**config.mk**
```make
export PLATFORM = sky130hd
export DESIGN_NAME = scbu_branch
export DESIGN_NICKNAME = d
export VERILOG_FILES = /design/src/logic/scbu_pkg.sv /design/src/logic/scbu_branch.sv
export SDC_FILE = /design/constraint.sdc
export NUM_CORES = 1
export LEC_CHECK = 0
export BUFFER_PORTS_ARGS = -buffer_cell sky130_fd_sc_hd__buf_2
export CAP_MARGIN = 20
export CORE_ASPECT_RATIO = 0.5
export CORE_UTILIZATION = 35
export CTS_BUF_LIST = sky130_fd_sc_hd__clkbuf_4 sky130_fd_sc_hd__clkbuf_8
export DETAILED_ROUTE_END_ITERATION = 6
export GPL_ROUTABILITY_DRIVEN = 1
export GPL_TIMING_DRIVEN = 0
export PLACE_DENSITY = 0.61
export SLEW_MARGIN = 20
export SYNTH_ARGS = -nofsm -noshare
export SYNTH_HDL_FRONTEND = slang
export SYNTH_SLANG_ARGS = --single-unit
```
**constraint.sdc**
```tcl
create_clock -name clk -period 1.7 [get_ports clk]
set_input_delay 0.085 -clock clk [delete_from_list [all_inputs] [get_ports clk]]
set_output_delay 0.085 -clock clk [all_outputs]
set_load 0.01 [all_outputs]
```
**src/logic/scbu_pkg.sv**
```systemverilog
// Shared constants and the start-input latch of the start-condition branch unit.
package scbu_pkg;
   localparam int unsigned   SCBU_ADDR_W    = 10;
   localparam int unsigned   SCBU_NSTART    = 6;
   localparam int unsigned   SCBU_NJREG     = 4;
   localparam int unsigned   SCBU_OFF_W     = 5;
   localparam int unsigned   SCBU_OPC_MSB   = 15;
   localparam int unsigned   SCBU_OPC_LSB   = 11;
   localparam int unsigned   SCBU_SEL_MSB   = 10;
   localparam int unsigned   SCBU_SEL_LSB   = 5;
   localparam int unsigned   SCBU_OFF_MSB   = 4;
   localparam int unsigned   SCBU_OFF_LSB   = 0;
   localparam int unsigned   SCBU_JREG_MSB  = 1;
   localparam int unsigned   SCBU_JREG_LSB  = 0;
   localparam int unsigned   SCBU_PAD_MSB   = 4;
   localparam int unsigned   SCBU_PAD_LSB   = 2;
   localparam logic [4:0]    SCBU_OPC_FAR   = 5'h07;
   localparam logic [4:0]    SCBU_OPC_REL   = 5'h01;
   localparam logic [2:0]    SCBU_FAR_PAD   = 3'h0;
   localparam logic [9:0]    SCBU_PC_RST    = 10'h000;
   localparam logic [9:0]    SCBU_PC_STEP   = 10'h001;
   localparam logic [5:0]    SCBU_START_RST = 6'h00;

   typedef struct packed {
      logic [5:0] sync1;
      logic [5:0] sync2;
      logic [5:0] prev;
      logic [5:0] latched;
   } scbu_latch_st_t;

   typedef struct packed {
      logic [9:0] next_pc;
      logic       valid;
      logic       taken;
   } scbu_br_st_t;
endpackage : scbu_pkg

//////////////////////////////////////////////////////////////////////////////

`timescale 1ns/1ns
module scbu_start_latch
   import scbu_pkg::*;
(
   input  wire logic       clk,
   input  wire logic       rst_n,
   input  wire logic [5:0] start_pin,
   input  wire logic [5:0] start_clear,
   output logic      [5:0] start_latched
);
   scbu_latch_st_t st_r;
   scbu_latch_st_t st_nxt;

   // Rising edges of the synchronised pins set a sticky bit; a set in the
   // same cycle as its clear wins so that no start is lost.
   always_comb
   begin
      st_nxt         = st_r;
      st_nxt.sync1   = start_pin;
      st_nxt.sync2   = st_r.sync1;
      st_nxt.prev    = st_r.sync2;
      st_nxt.latched = (st_r.latched & ~start_clear) |
                       (st_r.sync2 & ~st_r.prev);
   end

   always_ff @(posedge clk or negedge rst_n)
   begin
      if (!rst_n)
      begin
         st_r <= '{SCBU_START_RST, SCBU_START_RST,
                   SCBU_START_RST, SCBU_START_RST};
      end
      else
      begin
         st_r <= st_nxt;
      end
   end

   assign start_latched = st_r.latched;
endmodule : scbu_start_latch

```
**src/logic/scbu_branch.sv**
```systemverilog
// Start-condition branch unit: far and relative jumps on latched starts.
`timescale 1ns/1ns
module scbu_branch
   import scbu_pkg::*;
(
   input  wire logic        clk,
   input  wire logic        rst_n,
   input  wire logic        instr_valid,
   input  wire logic [15:0] instr_word,
   input  wire logic [9:0]  instr_addr,
   input  wire logic [9:0]  jump_reg0,
   input  wire logic [9:0]  jump_reg1,
   input  wire logic [9:0]  jump_reg2,
   input  wire logic [9:0]  jump_reg3,
   input  wire logic [5:0]  start_pin,
   input  wire logic [5:0]  start_clear,
   output logic             is_branch,
   output logic [9:0]       program_counter,
   output logic             pc_valid,
   output logic             branch_taken,
   output logic [5:0]       start_latched
);
   scbu_br_st_t st_r;
   scbu_br_st_t st_nxt;

   logic [4:0]  opcode;
   logic [5:0]  start_selector;
   logic [1:0]  jump_reg_operand;
   logic [4:0]  rel_offset;
   logic        is_far;
   logic        is_rel;
   logic        cond_ok;
   logic [9:0]  far_target;

   //////////////////////////////////////////////////////////////////////////

   // Sign-extend the offset to address width; wrap-around of the sum is
   // intended, as code RAM addressing is modulo its size.
   function automatic logic [9:0] scbu_rel_target(
      input logic [9:0] base,
      input logic [4:0] off
   );
      logic [9:0] ext;
      ext = {{(SCBU_ADDR_W - SCBU_OFF_W){off[SCBU_OFF_W - 1]}}, off};
      return base + ext;
   endfunction : scbu_rel_target

   scbu_start_latch u_latch (
      .clk           (clk),
      .rst_n         (rst_n),
      .start_pin     (start_pin),
      .start_clear   (start_clear),
      .start_latched (start_latched)
   );

   //////////////////////////////////////////////////////////////////////////

   assign opcode           = instr_word[SCBU_OPC_MSB:SCBU_OPC_LSB];
   assign start_selector   = instr_word[SCBU_SEL_MSB:SCBU_SEL_LSB];
   assign jump_reg_operand = instr_word[SCBU_JREG_MSB:SCBU_JREG_LSB];
   assign rel_offset       = instr_word[SCBU_OFF_MSB:SCBU_OFF_LSB];
   assign is_far = (opcode == SCBU_OPC_FAR) &&
                   (instr_word[SCBU_PAD_MSB:SCBU_PAD_LSB] == SCBU_FAR_PAD);
   assign is_rel    = (opcode == SCBU_OPC_REL);
   assign is_branch = is_far || is_rel;

   // The selector names an exact combination, so "none" is only met when
   // no start at all is latched.
   assign cond_ok = (start_latched == start_selector);

   always_comb
   begin
      unique case (jump_reg_operand)
         2'h0:    far_target = jump_reg0;
         2'h1:    far_target = jump_reg1;
         2'h2:    far_target = jump_reg2;
         default: far_target = jump_reg3;
      endcase
   end

   always_comb
   begin
      st_nxt       = st_r;
      st_nxt.valid = 1'b0;
      if (instr_valid && is_branch)
      begin
         st_nxt.valid = 1'b1;
         st_nxt.taken = cond_ok;
         if (!cond_ok)
         begin
            st_nxt.next_pc = instr_addr + SCBU_PC_STEP;
         end
         else if (is_far)
         begin
            st_nxt.next_pc = far_target;
         end
         else
         begin
            st_nxt.next_pc = scbu_rel_target(instr_addr, rel_offset);
         end
      end
   end

   always_ff @(posedge clk or negedge rst_n)
   begin
      if (!rst_n)
      begin
         st_r <= '{SCBU_PC_RST, 1'b0, 1'b0};
      end
      else
      begin
         st_r <= st_nxt;
      end
   end

   assign program_counter = st_r.next_pc;
   assign pc_valid        = st_r.valid;
   assign branch_taken    = st_r.taken;
endmodule : scbu_branch

```
==> results of run 1 <==
==> metrics by stage <==
| step | hold WS (ps) | worst slack [ps] | power [W] |
|---|---|---|---|
| after floorplan | -211 | 49.1 | 0.00137 |
| after global placement | 194 | -245 | 0.00162 |
| after detailed placement | 195 | -261 | 0.00164 |
| after CTS | 173 | -19.5 | 0.00227 |
| after global routing | 189 | -208 | 0.00241 |
| final | 158 | -115 | 0.00227 |
==> sequential cells by signal (all words and copies together) (netlist names) <==
register	cells
u_latch.start_latched	6
u_latch.st_nxt	12
pc_valid	1
u_latch.st_r	6
branch_taken	1
program_counter	10
==> Yosys cell counts <==
cell / number
a211oi_1: 2
a211oi_2: 1
a21o_1: 6
a21oi_1: 16
a221o_1: 2
a22o_1: 2
a31oi_1: 2
and2_1: 1
and3_1: 6
buf_2: 3
buf_4: 6
buf_6: 2
clkbuf_2: 1
dfrtp_1: 36
fa_1: 1
ha_1: 10
inv_1: 17
mux2i_1: 2
mux4_2: 10
nand2_1: 20
nand2_4: 1
nand2b_1: 1
nand3_1: 7
nand3_2: 1
nor2_1: 11
nor3_1: 3
nor3b_1: 1
nor4_2: 1
nor4b_2: 1
o2111ai_1: 1
o211a_1: 1
o21ai_0: 9
o21ai_1: 5
o22ai_1: 7
o311a_1: 1
xnor2_1: 11
xor2_1: 10
==> metal layers <==
layer | vias to the layer above | share of wire | track usage
li1 | 1027 | - | -
met1 | 952 | 0.47 | 0.237
met2 | 73 | 0.47 | 0.304
met3 | 9 | 0.051 | 0.0247
met4 | 0 | 0.015 | 0.0501
met5 | - | 0 | 0
==> tightest hold or removal path, cell delays in order <==
cell	delay [ps]
buf_2	120
nand2_1	70
o21ai_2	60
o21ai_1	60
==> report_power, final <==
part | internal, W | leakage, nW | switching (W)
clock network | 0.000294 | 0.0445 | 0.000272
logic | 0.000360 | 1.15 | 0.000343
registers | 0.000949 | 0.437 | 0.0000508
==> worst max-delay path by stage <==
stage,cells after the start,to,from
global placement,9,program_counter[8],instr_addr[0]
floorplan,8,program_counter[8],instr_word[0]
finish,9,program_counter[9],u_latch.start_latched[3]
CTS,6,program_counter[7],u_latch.start_latched[1]
detailed placement,8,program_counter[6],instr_addr[0]
global route,9,program_counter[9],u_latch.start_latched[3]
==> cell usage in the layout, fill, tap and decap left out, types with 3 or more instances in the layout <==
master,Yosys,final
buf_2,3,102
dfrtp_1,36,36
nand2_1,20,19
inv_1,17,17
dlygate4sd3_1,0,13
nor2_1,11,11
a21oi_1,16,11
mux4_2,10,10
ha_1,10,10
buf_4,6,10
xor2_1,10,9
xnor2_1,11,9
o21ai_0,9,8
o22ai_1,7,7
nand3_1,7,7
and3_1,6,6
a21o_1,6,6
o21ai_1,5,5
clkbuf_8,0,5
a21oi_2,0,4
buf_6,2,4
a211oi_2,1,3
nor3_1,3,3
==> kinds of logic after synthesis <==
kind of cell | count (synthesis) | share of synthesized area
AOI/OAI and AO/OA | 55 | 0.154
and+or+nand+nor | 54 | 0.122
DFF | 36 | 0.401
buffers and inverters | 29 | 0.0674
xor gates and xnor gates | 21 | 0.0819
muxes | 12 | 0.109
adders and majority gates | 11 | 0.0647
==> timing repair <==
item,CTS,global route
endpoints found under the setup margin,10,11
pin swaps,2,6
buffers inserted,3,2
resized for setup,9,11
hold buffers,13,0
cloned,2,0
endpoints found under the hold margin,48,0
==> area by class of cell <==
class,instances,share of cell area
Clock buffer,6,0.0237
Clock inverter,1,0.00156
Tap cell,88,0.0342
Multi-Input combinational cell,154,0.402
Sequential cell,36,0.280
Inverter,17,0.0198
Timing Repair Buffer,118,0.211
Buffer,12,0.0272
==> metrics.md, run 1 <==
| Metric | Value |
|---|---|
| Status | `finished with violations` |
| Failing checks | `setup timing` |
| Flops & latches, synth | `36` |
| Reg clk slew, reported paths | `approximately 70 ps` |
| Tmin final | `roughly 1800 ps` |
| Sequential share of the synthesized area | `0.401` |
| Root Buffer | `clkbuf_8` |
| Worst hold path depth | `4` |
| First drt pass iteration count | `4` |
| Dpl hpwl | `~4.3 mm` |
| Min-Delay Path Class | `input pin to register` |
| Area occupied by multi-input gates | `around 0.0013 mm2` |
| Antenna Nets Post-Route | `0` |
| Skew-Pair Late Insertion Delay | `between 200 and 300 ps` |
| CP cell instances | `xor2_2 > nor4_4 > buf_4 > nand3_4 > buf_6 > buf_6 > nand2_2 > o22ai_1 > nor2_1` |
| CTS Buffer Depth | `2` |
| CORE AREA | `roughly 0.0061 mm2` |
| Fraction of layout instances using a drive strength above 1 | `0.445` |
| Mapped Area | `0.00224 mm2` |
| Drt initial violations | `61` |
| Utilization after layout | `0.524` |
| Dpl cell area | `0.00286 mm2` |
| Sinks on Clock Net | `36` |
| FMAX | `between 0.5 and 0.6 GHz` |
| Final period utilization | `1.07` |
| RR Startpoint | `u_latch.start_latched[3]` |
| R2R Setup Slk | `-110 ps` |
| Tot GR Track Use | `0.177` |
| Max-slew violations | `0` |
| Vias after detailed routing | `~2000` |
| Chip width | `between 100 and 150 um` |
| Drt drc | `0` |
| Worst R2R Path Depth | `9` |
| Slew headroom | `0.490` |
| Num rows | `20` |
| P&R area growth vs syn | `43.3%` |
| Port Buffers | `99` |
| Post-layout instance area | `between 0.003 and 0.004 mm2` |
| Crit start category | `register` |
| Average instance area after synthesis | `between 10 and 15 um2` |
| Required time of the critical path | `approximately 1900 ps` |
| Hold Path End | `program_counter[0]` |
| Slowest CP cell | `dfrtp_1` |
| Final wirelength | `approximately 5.7 mm` |
| Nature of the critical path endpoint | `register` |
| Vias in the first global route | `between 1500 and 2000` |
| Reg area | `about 900 um2` |
| Critical path's most frequent cell | `buf_6` |
| Worst slew pin tran | `around 770 ps` |
| # setup viols final | `9` |
| Hold path startpoint | `instr_addr[0]` |
| Worst Path Arrival | `around 2000 ps` |
| Worst r2r dst | `program_counter[9]` |
| GR Overflow Total | `0` |
| CTS tree | `done` |
| Filler Cells Inserted | `about 580` |
| Starting Density | `0.366` |
| Max Clock Skew | `~5.4 ps` |
| Die H | `~60 um` |
| Synth top area share | `0.401` |
| Leak pwr | `roughly 1.6 nW` |
| Largest delay share family, worst path | `simple AND/OR/NAND/NOR gates` |
| VDD IR max | `257 uV` |
| # diodes | `0` |
| Final setup margin | `-115 ps` |
| Final #Nets | `between 400 and 500` |
| Wire length per cell | `13.3 um` |
| YS warnings | `0` |
| Initial antenna violation count | `0` |
| PD cells | `~700 mW/mm2` |
| Synth Net Count | `310` |
| Post-synth cell types | `37` |
| WS Path Type | `register to register` |
| Final non-filler cell total | `432` |
| Die ar. | `just under 0.007 mm2` |
| Vias per inst | `4.77` |
| Placed Instances | `roughly 410` |
| Crit path max fanout | `5` |
| First-pass GRT wire length | `~9.0 mm` |
| Ports | `100` |
| GP Congestion | `around 0.81` |
| CP max stage delay | `around 420 ps` |
| RSZ-0062 raised after global routing | `yes` |
| Synth Instances | `~220` |
| Synth area leaders | `dfrtp_1 (40%), mux4_2 (10%), ha_1 (5.6%)` |
| Synth area leader | `dfrtp_1` |
| Largest net degree at the start of global routing | `37` |
| TritonCTS buffer count | `5` |
| Final setup TNS | `-531 ps` |
| Max_cap viols | `0` |
| Final hold violation count | `0` |
| H-tree levels | `2` |
| CP Buf/Inv Count | `3` |
No activity file was read; power rests on OpenSTA's default activity.
==> run 2, diff against run 1 <==
--- a/config.mk
+++ b/config.mk
@@ -13,7 +13,6 @@
 export DETAILED_ROUTE_END_ITERATION = 6
 export GPL_ROUTABILITY_DRIVEN = 1
 export GPL_TIMING_DRIVEN = 0
-export PLACE_DENSITY = 0.61
 export SLEW_MARGIN = 20
 export SYNTH_ARGS = -nofsm -noshare
 export SYNTH_HDL_FRONTEND = slang
==> run 2 against run 1 <==
  * The flow still finishes with violations (setup timing)
  * Global-route usage down 0.40 points
  * Clock skew fell by 2.5 ps
  * Highest routed layer unchanged
  * Setup slack better by 18 ps
  * Power increased by 2.4%
  * Hold slack gained 4.8 ps
  * Core utilization shrank 0.18 points
  * Sequential share of layout area increased by 0.098 points
==> metrics.md, run 2 (synthesis results as in run 1) <==
| Metric | Value |
|---|---|
| Sinks on Clock Net | `36 (unchanged)` |
| Drt drc | `0 (unchanged)` |
| Tmin final | `1800 ps (-17.9 ps)` |
| Final #Nets | `435 (-0.23%)` |
| Most frequent cells in the layout | `buf_2 (102), dfrtp_1 (36), nand2_1 (19)` |
| Wire length per cell | `12.7 um (-4.4%)` |
| RSZ-0062 raised after global routing | `yes` |
| Slew headroom | `0.487 (-0.00322)` |
| # diodes | `0 (unchanged)` |
| Max_cap viols | `0 (unchanged)` |
| First drt pass iteration count | `4 (unchanged)` |
| Largest net degree at the start of global routing | `37 (unchanged)` |
| Max-slew violations | `0 (unchanged)` |
| Final setup margin | `-96.6 ps (+17.9 ps)` |
| Skew-Pair Late Insertion Delay | `280 ps (about the same)` |
| Leak pwr | `1.62 nW (-0.73%)` |
| Worst Path Arrival | `1960 ps (-70 ps)` |
| H-tree levels | `2 (unchanged)` |
| Fraction of layout instances using a drive strength above 1 | `0.439 (-0.00581)` |
| CTS tree | `done` |
| WS Path Type | `register to register` |
| First-pass GRT wire length | `8.85 mm (-1.8%)` |
| Antenna Nets Post-Route | `0 (unchanged)` |
| Status | `finished with violations` |
| Vias in the first global route | `1967 (+0.25%)` |
| Reg area | `901 um2 (unchanged)` |
| Failing checks | `setup timing` |
| Max reg flops | `12 (unchanged)` |
| CTS Buffer Depth | `2 (unchanged)` |
| Min-Delay Path Class | `input pin to register` |
| Die H | `58.6 um (unchanged)` |
| Final hold violation count | `0 (unchanged)` |
| GP Congestion | `0.846 (+4.7%)` |
| CORE AREA | `0.00613 mm2 (unchanged)` |
| PD cells | `725 mW/mm2 (+2.8%)` |
| Nature of the critical path endpoint | `register` |
| Die ar. | `0.00676 mm2 (unchanged)` |
| Tot GR Track Use | `0.173 (-0.00405)` |
| VDD IR max | `337 uV (+31%)` |
| Final period utilization | `1.06 (-0.0105)` |
| Most common cell after layout, fill and taps aside | `buf_2` |
| # setup viols final | `9 (unchanged)` |
| Ports | `100 (unchanged)` |
| Max Clock Skew | `2.86 ps (-2.50 ps)` |
| Drt initial violations | `49 (-20%)` |
| Vias per inst | `4.76 (-0.24%)` |
| Starting Density | `0.366 (unchanged)` |
| Crit path max fanout | `4 (-1)` |
| GR Overflow Total | `0 (unchanged)` |
| Reg clk slew, reported paths | `70 ps (about the same)` |
| Chip width | `115 um (unchanged)` |
| Initial antenna violation count | `0 (unchanged)` |
| Crit start category | `register` |
| Dpl hpwl | `4.23 mm (-1.7%)` |
| Worst slew pin tran | `770 ps (+4.83 ps)` |
| Final wirelength | `5.48 mm (-4.4%)` |
| Num rows | `20 (unchanged)` |
| Min Hold Slack | `162 ps (+4.79 ps)` |
| Port Buffers | `99 (unchanged)` |
| Vias after detailed routing | `2056 (-0.24%)` |
| TritonCTS buffer count | `5 (unchanged)` |
| Setup WS pre-CTS | `-263 ps (-1.37 ps)` |
| Root Buffer | `clkbuf_8` |
| P&R area growth vs syn | `42.8%` |
| Filler Cells Inserted | `578 (+0.35%)` |
| FMAX | `0.557 GHz (+1.0%)` |
| Total power | `0.00232 W (+2.4%)` |
| Area occupied by multi-input gates | `0.00126 mm2 (-2.2%)` |
| Required time of the critical path | `1860 ps (-50 ps)` |
## run 2: cell types whose count changed in the layout (fill, tap and decap cells not counted), sizes merged
cell	before	now
clkbuf	7	9
buf	116	115
clkinv	1	0
## run 2: path summary, 6_finish.rpt
path | start | endpoint | slack, ps | cells after the start
setup / recovery | u_latch.start_latched[3] | program_counter[5] | -100 | 7
min in group asynchronous | rst_n | u_latch.start_latched[2] | 430 | 2
hold / removal | instr_addr[0] | program_counter[0] | 160 | 4
setup reg to reg | u_latch.start_latched[3] | program_counter[5] | -100 | 7
hold reg to reg | u_latch.st_nxt[15] | u_latch.st_nxt[9] | 350 | 0
max in group asynchronous | rst_n | u_latch.st_nxt[11] | 780 | 2
## run 2: worst max-delay path, stage by stage, from the launching register on
cell     delay (ps)
dfrtp_1         410
xor2_1          170
nor4_2          260
buf_4           180
buf_12          100
nand3_4          80
and3_4          220
a221o_1         250
## run 2: metrics by stage
step                      std cells   util  TNS [ps]  area (um2)
after floorplan                 218      -         0        2250
after global placement          405  0.466      -988        2860
after detailed placement        405  0.466     -1010        2860
after CTS                       431  0.512    -0.973        3140
after global routing            432  0.523     -1430        3200
final                           432  0.523      -398        3200
## run 2: layout make-up
class                      instances  area share
sequential                        36       0.281
multi-input combinational        154       0.395
buffer                            12      0.0273
clock buffer                       8      0.0305
tap                               88      0.0344
inverter                          17      0.0199
timing repair buffer             117       0.212
## run 2: routing by layer
metal  track usage  routed length (um)  vias to the layer above
met5             0                   0                        -
met4        0.0445                  23                        0
met3        0.0330                 205                        2
met2         0.296                2650                       59
met1         0.228                2600                      964
li1              -                   -                     1031
## run 2: where the power goes
| part | total (W) | internal (W) | switching, W |
|---|---|---|---|
| Combinational | 0.000688 | 0.000355 | 0.000333 |
| Clock | 0.000633 | 0.000362 | 0.000271 |
| Sequential | 0.00100 | 0.000950 | 0.0000534 |
## run 2: repair_timing
item | in CTS | in global routing
pin swaps | 4 | 7
hold buffers | 13 | 0
cloned | 2 | 0
endpoints found under the hold margin | 48 | 0
endpoints found under the setup margin | 10 | 10
gates resized for setup | 5 | 11
setup buffers | 3 | 1
